===== src/design/regspace_pkg.sv =====
package regspace_pkg;

    // Locality windows
    localparam int LOC_LSB = 12;
    localparam int LOC_COUNT = 5;

    // Register word offsets inside one locality window
    localparam logic [11:0] OFS_CTRL = 12'h008;
    localparam logic [11:0] OFS_CAP = 12'h014;
    localparam logic [11:0] OFS_STATUS = 12'h018;
    localparam logic [11:0] OFS_DATA = 12'h024;
    localparam logic [11:0] OFS_IFID = 12'h030;
    localparam logic [11:0] OFS_XDATA = 12'h080;
    localparam logic [11:0] WORD_MASK = 12'hffc;

    // Link framing: command byte, address high, address low, then data
    localparam int HEADER_BYTES = 3;
    localparam int CMD_READ_BIT = 7;
    localparam int CMD_LEN_MSB = 5;
    localparam int MAX_XFER = 64;

    // Field layouts and reset values
    localparam logic [31:0] CTRL_RESET = 32'h0000_0001;
    localparam int CTRL_DATA_EN_BIT = 0;
    localparam int STS_OVERFLOW_BIT = 3;
    localparam int STS_AVAIL_BIT = 4;
    localparam int STS_BURST_LSB = 8;
    localparam int BURST_W = 16;
    localparam logic [7:0] DUMMY_BYTE = 8'hff;

    // Input synchroniser depth
    localparam int SYNC_STAGES = 3;

    typedef enum logic [2:0] {
        REG_NONE,
        REG_CTRL,
        REG_CAP,
        REG_STATUS,
        REG_DATA,
        REG_XDATA,
        REG_IFID
    } reg_id_t;

    typedef enum logic [1:0] {
        LINK_IDLE,
        LINK_HEADER,
        LINK_DATA
    } link_state_t;

    typedef struct packed {
        logic sclk;
        logic csN;
        logic mosi;
        logic lpcMode;
    } link_pins_t;

endpackage : regspace_pkg


===== src/design/register_space_decode.sv =====
`timescale 1ns/1ps
// Operation
// - LPC transaction carries exactly one data byte
// - Data port ignores low two address bits
// - No modulo-four address order expected
// - 64-byte write at 0x80 without incrementing
// - Partial register accesses decode correctly
// - Identifier register names supported interface
// - Long read returns start register first
// - Long write updates start register
// - Dropped bytes leave adjacent registers unchanged
// - Boundary crossing never aborts the transaction
// - Leftover data never reaches later transactions
// - Extended port takes one to maximum bytes
// - Starts at 0x81-0x83 alias the extended port
// - Longer bursts governed by burst count
// - Other registers decode to byte granularity
// - Multi-byte registers are little-endian
// - Buffer registers sit on aligned boundaries
// - Long buffer write touches only start register
// - Long buffer read returns only start register
// - Each locality owns a separate register range
module register_space_decode #(
    parameter int FIFO_DEPTH = 16,
    parameter bit BUFFER_SUPPORTED = 1'b0,
    // Identifier values are arbitrary
    parameter logic [31:0] QUEUE_ID_VALUE = 32'h0000_a501,
    parameter logic [31:0] BUFFER_ID_VALUE = 32'h0000_a502
) (
    input wire logic clk,
    input wire logic rst,
    input wire logic linkClock,
    input wire logic linkSelectN,
    input wire logic linkDataIn,
    input wire logic lpcMode,
    output logic linkDataOut,
    output logic linkDataOutEnable,
    output logic cmdValid,
    output logic [7:0] cmdData,
    input wire logic cmdReady,
    input wire logic respValid,
    input wire logic [7:0] respData,
    output logic respReady
);

    localparam int FILL_W = $clog2(FIFO_DEPTH) + 1;
    localparam logic [31:0] IFID_WORD = BUFFER_SUPPORTED ? BUFFER_ID_VALUE : QUEUE_ID_VALUE;

    generate
        if (FIFO_DEPTH < 2 || FIFO_DEPTH >= (1 << regspace_pkg::BURST_W)) begin : g_bad_depth
            $error("FIFO_DEPTH does not fit the burst count field");
        end
    endgenerate

    typedef struct packed {
        regspace_pkg::link_pins_t stage1;
        regspace_pkg::link_pins_t stage2;
        regspace_pkg::link_pins_t stage3;
        regspace_pkg::link_pins_t pins;
        regspace_pkg::link_state_t phase;
        logic [2:0] bitCount;
        logic [1:0] headerCount;
        logic [7:0] rxShift;
        logic [7:0] txShift;
        logic isRead;
        logic lpcXfer;
        logic [6:0] remaining;
        logic [15:0] addr;
        regspace_pkg::reg_id_t startReg;
        logic [regspace_pkg::LOC_COUNT-1:0][31:0] ctrl;
        logic overflow;
        logic miso;
        logic misoOe;
        logic respReady;
    } state_t;

    state_t state;
    state_t next;

    regspace_pkg::link_pins_t agree;
    regspace_pkg::link_pins_t filt;
    logic rise;
    logic fall;
    logic byteDone;
    logic [7:0] rxByte;
    logic [15:0] targetAddr;
    regspace_pkg::reg_id_t curReg;
    logic startMatch;
    logic [2:0] curLoc;
    logic [1:0] curLane;
    logic [31:0] curCtrlWord;
    logic [31:0] laneMask;
    logic [31:0] statusWord;
    logic [31:0] readWord;
    logic [7:0] loadByte;
    logic readLoad;
    logic writeByte;
    logic ctrlWrite;
    logic ovfClear;
    logic pushValid;
    logic fifoInReady;
    logic [FILL_W-1:0] fifoCount;
    logic [regspace_pkg::BURST_W-1:0] burst_count_a;

    // Register decode inside a locality window, by word; the lane bits are masked off
    function automatic regspace_pkg::reg_id_t decodeReg(input logic [15:0] a);
        logic [11:0] word;
        word = a[11:0] & regspace_pkg::WORD_MASK;
        if (a[15] || a[regspace_pkg::LOC_LSB +: 3] >= 3'(regspace_pkg::LOC_COUNT)) begin
            return regspace_pkg::REG_NONE;
        end
        case (word)
            regspace_pkg::OFS_CTRL: return regspace_pkg::REG_CTRL;
            regspace_pkg::OFS_CAP: return regspace_pkg::REG_CAP;
            regspace_pkg::OFS_STATUS: return regspace_pkg::REG_STATUS;
            regspace_pkg::OFS_DATA: return regspace_pkg::REG_DATA;
            regspace_pkg::OFS_XDATA: return regspace_pkg::REG_XDATA;
            regspace_pkg::OFS_IFID: return regspace_pkg::REG_IFID;
            default: return regspace_pkg::REG_NONE;
        endcase
    endfunction : decodeReg

    function automatic logic isDataPort(input regspace_pkg::reg_id_t r);
        return (r == regspace_pkg::REG_DATA) || (r == regspace_pkg::REG_XDATA);
    endfunction : isDataPort

    // Data ports hold the address, everything else steps by one byte
    function automatic logic [15:0] advanceAddr(input logic [15:0] a,
                                                input regspace_pkg::reg_id_t r);
        return isDataPort(r) ? a : a + 16'h0001;
    endfunction : advanceAddr

    function automatic logic [7:0] laneByte(input logic [31:0] w, input logic [1:0] lane);
        return w[{lane, 3'b000} +: 8];
    endfunction : laneByte

    always_comb begin
        next = state;
        next.respReady = 1'b0;
        byteDone = 1'b0;
        readLoad = 1'b0;
        writeByte = 1'b0;
        ctrlWrite = 1'b0;
        ovfClear = 1'b0;
        pushValid = 1'b0;

        // Three-stage sampling; a bit moves once stages two and three agree
        next.stage1 = regspace_pkg::link_pins_t'({linkClock, linkSelectN, linkDataIn, lpcMode});
        next.stage2 = state.stage1;
        next.stage3 = state.stage2;
        agree = regspace_pkg::link_pins_t'(~(state.stage2 ^ state.stage3));
        filt = regspace_pkg::link_pins_t'((state.pins & ~agree) | (state.stage2 & agree));
        next.pins = filt;
        rise = filt.sclk & ~state.pins.sclk;
        fall = ~filt.sclk & state.pins.sclk;
        rxByte = {state.rxShift[6:0], filt.mosi};

        if (state.phase == regspace_pkg::LINK_HEADER) begin
            targetAddr = {state.addr[15:8], rxByte};
        end else begin
            targetAddr = state.addr;
        end
        curReg = decodeReg(targetAddr);
        curLoc = targetAddr[regspace_pkg::LOC_LSB +: 3];
        curLane = targetAddr[1:0];
        startMatch = (state.phase == regspace_pkg::LINK_HEADER) || (curReg == state.startReg);
        laneMask = 32'h0000_00ff << {curLane, 3'b000};
        if (curLoc < 3'(regspace_pkg::LOC_COUNT)) begin
            curCtrlWord = state.ctrl[curLoc];
        end else begin
            curCtrlWord = 32'h0000_0000;
        end

        burst_count_a = regspace_pkg::BURST_W'(FIFO_DEPTH) - regspace_pkg::BURST_W'(fifoCount);
        statusWord = 32'h0000_0000;
        statusWord[regspace_pkg::STS_BURST_LSB +: regspace_pkg::BURST_W] = burst_count_a;
        statusWord[regspace_pkg::STS_AVAIL_BIT] = respValid;
        statusWord[regspace_pkg::STS_OVERFLOW_BIT] = state.overflow;

        case (curReg)
            regspace_pkg::REG_CTRL: readWord = curCtrlWord;
            regspace_pkg::REG_CAP: readWord = 32'(regspace_pkg::MAX_XFER);
            regspace_pkg::REG_STATUS: readWord = statusWord;
            regspace_pkg::REG_IFID: readWord = IFID_WORD;
            default: readWord = 32'h0000_0000;
        endcase
        // Bytes past the start register read as dummy data
        if (!startMatch) begin
            loadByte = regspace_pkg::DUMMY_BYTE;
        end else if (isDataPort(curReg)) begin
            loadByte = respValid ? respData : regspace_pkg::DUMMY_BYTE;
        end else begin
            loadByte = laneByte(readWord, curLane);
        end

        if (filt.csN) begin
            next.phase = regspace_pkg::LINK_IDLE;
            next.bitCount = 3'h0;
            next.headerCount = 2'h0;
            next.txShift = 8'h00;
            next.remaining = 7'h00;
            next.miso = 1'b0;
            next.misoOe = 1'b0;
        end else begin
            next.misoOe = 1'b1;
            if (state.phase == regspace_pkg::LINK_IDLE) begin
                next.phase = regspace_pkg::LINK_HEADER;
                next.lpcXfer = filt.lpcMode;
            end else begin
                if (fall) begin
                    next.miso = state.txShift[7];
                    next.txShift = {state.txShift[6:0], 1'b0};
                end
                if (rise) begin
                    next.rxShift = rxByte;
                    next.bitCount = state.bitCount + 3'h1;
                    byteDone = (state.bitCount == 3'h7);
                end
            end
        end

        if (byteDone) begin
            case (state.phase)
                regspace_pkg::LINK_HEADER: begin
                    next.headerCount = state.headerCount + 2'h1;
                    case (state.headerCount)
                        2'h0: begin
                            next.isRead = rxByte[regspace_pkg::CMD_READ_BIT];
                            if (state.lpcXfer) begin
                                next.remaining = 7'h01;
                            end else begin
                                next.remaining = {1'b0, rxByte[regspace_pkg::CMD_LEN_MSB:0]}
                                                 + 7'h01;
                            end
                        end
                        2'h1: begin
                            next.addr[15:8] = rxByte;
                        end
                        default: begin
                            next.addr = targetAddr;
                            next.startReg = curReg;
                            next.phase = regspace_pkg::LINK_DATA;
                            readLoad = state.isRead;
                        end
                    endcase
                end
                regspace_pkg::LINK_DATA: begin
                    if (state.remaining != 7'h00) begin
                        next.remaining = state.remaining - 7'h01;
                        writeByte = !state.isRead;
                        readLoad = state.isRead && (state.remaining > 7'h01);
                    end
                end
                default: ;
            endcase
        end

        if (readLoad) begin
            next.txShift = loadByte;
            next.addr = advanceAddr(targetAddr, curReg);
            if (startMatch && isDataPort(curReg) && respValid) begin
                next.respReady = 1'b1;
            end
        end

        // Writes outside the start register are dropped whole
        if (writeByte) begin
            next.addr = advanceAddr(targetAddr, curReg);
            if (startMatch) begin
                case (curReg)
                    regspace_pkg::REG_CTRL: begin
                        next.ctrl[curLoc][{curLane, 3'b000} +: 8] = rxByte;
                        ctrlWrite = 1'b1;
                    end
                    regspace_pkg::REG_STATUS: begin
                        ovfClear = (curLane == 2'h0) && rxByte[regspace_pkg::STS_OVERFLOW_BIT];
                    end
                    regspace_pkg::REG_DATA, regspace_pkg::REG_XDATA: begin
                        pushValid = curCtrlWord[regspace_pkg::CTRL_DATA_EN_BIT];
                    end
                    default: ;
                endcase
            end
        end

        // A lost byte in the same cycle as a clear keeps the flag set
        next.overflow = (state.overflow & ~ovfClear) | (pushValid & ~fifoInReady);

        if (rst) begin
            next = '0;
            next.stage1.csN = 1'b1;
            next.stage2.csN = 1'b1;
            next.stage3.csN = 1'b1;
            next.pins.csN = 1'b1;
            for (int i = 0; i < regspace_pkg::LOC_COUNT; i++) begin
                next.ctrl[i] = regspace_pkg::CTRL_RESET;
            end
            pushValid = 1'b0;
        end
    end

    always_ff @(posedge clk) begin
        state <= next;
    end

    byte_fifo #(
        .WIDTH(8),
        .DEPTH(FIFO_DEPTH)
    ) u_fifo (
        .clk(clk),
        .rst(rst),
        .inValid(pushValid),
        .inData(rxByte),
        .inReady(fifoInReady),
        .outValid(cmdValid),
        .outData(cmdData),
        .outReady(cmdReady),
        .fillCount(fifoCount)
    );

    assign linkDataOut = state.miso;
    assign linkDataOutEnable = state.misoOe;
    assign respReady = state.respReady;
endmodule : register_space_decode


===== src/design/byte_fifo.sv =====
`timescale 1ns/1ps
module byte_fifo #(
    parameter int WIDTH = 8,
    parameter int DEPTH = 16
) (
    input wire logic clk,
    input wire logic rst,
    input wire logic inValid,
    input wire logic [WIDTH-1:0] inData,
    output logic inReady,
    output logic outValid,
    output logic [WIDTH-1:0] outData,
    input wire logic outReady,
    output logic [$clog2(DEPTH):0] fillCount
);

    localparam int AW = $clog2(DEPTH);

    generate
        if (DEPTH < 2 || (DEPTH & (DEPTH - 1)) != 0 || WIDTH < 1) begin : g_bad_size
            $error("byte_fifo needs a power-of-two depth of at least 2");
        end
    endgenerate

    typedef struct packed {
        logic [AW-1:0] wr;
        logic [AW-1:0] rd;
        logic [AW:0] count;
        logic outValid;
        logic [WIDTH-1:0] outData;
    } fifo_state_t;

    fifo_state_t state;
    fifo_state_t next;
    logic [WIDTH-1:0] mem [DEPTH];
    logic push;
    logic pop;

    assign inReady = (state.count != (AW + 1)'(DEPTH));
    assign push = inValid && inReady;
    assign pop = state.outValid && outReady;
    assign outValid = state.outValid;
    assign outData = state.outData;
    assign fillCount = state.count;

    always_comb begin
        next = state;
        next.count = state.count + {{AW{1'b0}}, push} - {{AW{1'b0}}, pop};
        next.rd = state.rd + {{(AW - 1){1'b0}}, pop};
        if (push) begin
            next.wr = state.wr + {{(AW - 1){1'b0}}, 1'b1};
        end
        next.outValid = (next.count != '0);
        // Head word comes from the write port when it lands in an empty queue
        if ((state.count - {{AW{1'b0}}, pop}) == '0) begin
            next.outData = inData;
        end else begin
            next.outData = mem[next.rd];
        end
        if (rst) begin
            next = '0;
        end
    end

    always_ff @(posedge clk) begin
        state <= next;
    end

    always_ff @(posedge clk) begin
        if (push) begin
            mem[state.wr] <= inData;
        end
    end

endmodule : byte_fifo


===== config.mk =====
export PLATFORM = sky130hd
export DESIGN_NAME = register_space_decode
export DESIGN_NICKNAME = d
export VERILOG_FILES = /design/src/design/regspace_pkg.sv /design/src/design/register_space_decode.sv /design/src/design/byte_fifo.sv
export SDC_FILE = /design/constraint.sdc
export NUM_CORES = 1
export LEC_CHECK = 0
export ABC_AREA = 0
export BUFFER_PORTS_ARGS = -buffer_cell sky130_fd_sc_hd__buf_2
export CAP_MARGIN = 25
export CORE_MARGIN = 2
export CORE_UTILIZATION = 52
export DETAILED_ROUTE_END_ITERATION = 16
export GPL_TIMING_DRIVEN = 0
export PLACE_DENSITY = 0.7
export SYNTH_ARGS = -nofsm -noshare
export SYNTH_HDL_FRONTEND = slang
export SYNTH_SLANG_ARGS = --single-unit

===== constraint.sdc =====
create_clock -name clk -period 3.95 [get_ports clk]
set_input_delay 0.395 -clock clk [delete_from_list [all_inputs] [get_ports clk]]
set_output_delay 0.395 -clock clk [all_outputs]
set_load 0.01 [all_outputs]

==> out/summary.txt <==
Max Clk Rate: 248.5 MHz
CP Capture Type: flop
Total number of vias: 14,340
Total Wirelength: 53,990 µm
GRT Util Overall: 0.2992
Vias/cell: 6.329
Drt first pass iters: 5
Area contributors post-synth: dfxtp_1 28%, edfxtp_1 21%, mux4_2 6.7%, nand3b_1 6.7%, o21ai_0 5.5%
Area leader, netlist: dfxtp_1
Final worst slack: -0.07490 ns
EDFF count, synth: 128
Clk slew on worst S/H paths: 0.06 ns
Root Driver: clkbuf_16
Worst hold slack: 0.04238 ns
Starting Density: 0.5270
Io pins: 28
Cell variety after synth: 95
Peak supply drop: 0.3706 mV
Clock share of power: 0.422
Critical path class: flop to flop
Die Span Y: 190.9 µm
FILL cells: 2,846
Failing checks: setup timing
Maximum clock path buffer count: 3
Placement Setup Slack: -1.233 ns
Routed length per instance: 23.83 µm
Most frequent cell after synthesis: dfxtp_1
P_int: 6834 µW
Pwr Density: 436.3 mW/mm²
Core Region: 0.03446 mm²
# diodes: 0
Layout cells sized above 1: 0.1833
Ys Warns: 0
IO Port Bufs: 27
Largest family of logic cells by synthesized area: simple AND/OR/NAND/NOR gates
Simple-Gate Fraction of Synth Area: 0.1935
Nets: 1,831
Synth Flop Type: dfxtp_1
Status: complete, but fails checks
Worst EP arrival: 4.44 ns
Mapped Avg Cell Area: 10.90 µm²
Comb power frac: 0.127
CTS tree: done
DP HPWL: 37,050 µm
Maxcap violations: 0
DRC viols: 0
P&R area growth vs syn: 14.93%
Setup total negative slack: -0.07718 ns
Sequential share of power: 0.451
Slew Limit Fails: 0
Crit-path max FO: 5
Register area share after synthesis: 0.4895
NetSw: 2272 µW
Worst skew pair latency: 0.57 ns
Number of synthesized register bits: 380
Htree depth: 2
# clock sinks: 380
Adder-Cell Fraction of Synth Area: 0.02694
Final ANT Viol Nets: 0
Num rows: 68
Period utilization: 1.019
Setup violations, final: 2
Min Tclk post-route: 4.025 ns
Synth top area share: 0.2778
Multiplexer share of the synthesized area: 0.1011
Post-Syn Nets: 1,718
Placer Congestion: 0.9759
Die X: 190.9 µm
Largest net degree at the start of global routing: 24
GR Overflow Total: 0
Cts bufs inserted: 41
RSZ-0062 raised after global routing: yes
Worst clock skew: 0.01901 ns
Hold Violations, Final: 0
Post-synthesis xor/xnor area fraction: 0.01302
Leak Pwr: 0.007258 µW
CP Launch Type: flop
Slew HR: 0.2706
Post-synthesis cell area: 0.01816 mm²
Hold Crit Class: input pin to flop
Starting DRT DRC Count: 1,639
Initial antenna violation count: 1
Die area: 0.03643 mm²
Compound-gate portion of the synthesized area: 0.1360
Post-Syn Instances: 1,666
Post-synth ARST share: 0
Worst-margin pin slew: 1.092 ns
Vias in the first global route: 13,850
Synth top cells by count: 252 x dfxtp_1, 200 x o21ai_0, 161 x nand3b_1
Switching Fraction: 0.2495
First-pass GRT wire length: 82,700 µm
Critical Path RT: 4.36 ns
-- final timing paths --
kind / startpoint / to / slack (ns) / cells past startpoint
setup / recovery: state[214] / u_fifo.outValid / -0.07 / 21
hold / removal: lpcMode / state[227] / 0.04 / 2
setup reg to reg: state[214] / u_fifo.outValid / -0.07 / 21
hold reg to reg: state[229] / state[225] / 0.41 / 1
-- cell families after synthesis --
family	after synthesis
AND/OR/NAND/NOR	552
AO/OA/AOI/OAI	401
flip-flops	380
buffers and inverters	154
multiplexers	113
adder cells (fa/ha/maj)	39
XOR/XNOR	27
-- registers in the layout, indices dropped and copies added (netlist names) --
name	cells
state	220
respReady	1
u_fifo.mem	128
u_fifo.outValid	1
rxByte	7
u_fifo.outData	8
linkDataOutEnable	1
u_fifo.fillCount	5
u_fifo.state	8
linkDataOut	1
-- cell usage in the layout, fill, tap and decap left out, drive strengths merged, types with 25 or more instances in the layout --
master,n
nand3,30
a21oi,71
dfxtp,252
nand4,31
mux4,54
o21ai,203
and3,25
nand2,83
mux2i,48
nor2,92
buf,123
clkbuf,127
ha,35
edfxtp,128
nand3b,161
nor2b,26
inv,29
-- worst max-delay path, stage by stage, from the launching register on --
cell	delay, ns
dfxtp_2	0.32
inv_2	0.08
ha_4	0.17
buf_4	0.14
nor3b_2	0.31
nor2_1	0.15
o32a_1	0.38
a21boi_4	0.24
mux2i_4	0.32
buf_8	0.14
nand4_4	0.09
nor2_4	0.18
ha_4	0.16
inv_2	0.03
fa_2	0.34
nor2_2	0.11
nor2_1	0.05
nor2_1	0.10
nor2_1	0.06
xor2_1	0.17
and4b_1	0.24
a21oi_1	0.07
-- layer usage --
| metal | up-vias | global-route usage | routed length [µm] |
|---|---|---|---|
| met2 | 698 | 0.4817 | 24930 |
| li1 | 6487 | - | - |
| met1 | 7021 | 0.4071 | 22380 |
| met3 | 136 | 0.05392 | 4703 |
| met4 | 0 | 0.1029 | 1984 |
| met5 | - | 0 | 0 |
-- timing repair --
action,in CTS,in global routing
gates cloned,1,0
setup buffers,22,16
gates resized for setup,43,18
setup endpoints to repair,236,176
pin swaps,12,16
hold endpoints to repair,1,0
hold buffers,1,0
-- stage by stage --
stage | std cells | instance area [µm²] | util | power [µW]
final | 2266 | 20870 | 0.6057 | 9106
after detailed placement | 2151 | 18940 | 0.5496 | 5228
after global placement | 2148 | 18900 | 0.5484 | 5219
after CTS | 2248 | 20630 | 0.5987 | 9066
after floorplan | 1666 | 18190 | - | 4935
after global routing | 2266 | 20870 | 0.6057 | 9382
-- power by group through the flow --
stage               logic [µW]  registers [µW]  clock network [µW]
finish                    1160            4100                3840
global route              1250            4110                4030
CTS                       1090            4100                3870
detailed placement        1040            4190                   0
global placement          1030            4190                   0
floorplan                  752            4180                   0
-- layout make-up --
cell class	count	area [µm²]	area share
sequential	380	8906	0.4267
multi-input combinational	1132	8750	0.4192
clock buffer	55	1141	0.05467
buffer	124	656.9	0.03147
tap	455	569.3	0.02728
timing repair buffer	73	554.3	0.02656
clock inverter	20	192.7	0.009232
inverter	27	101.3	0.004856
Note: power is estimated with default switching activity, not from simulation.
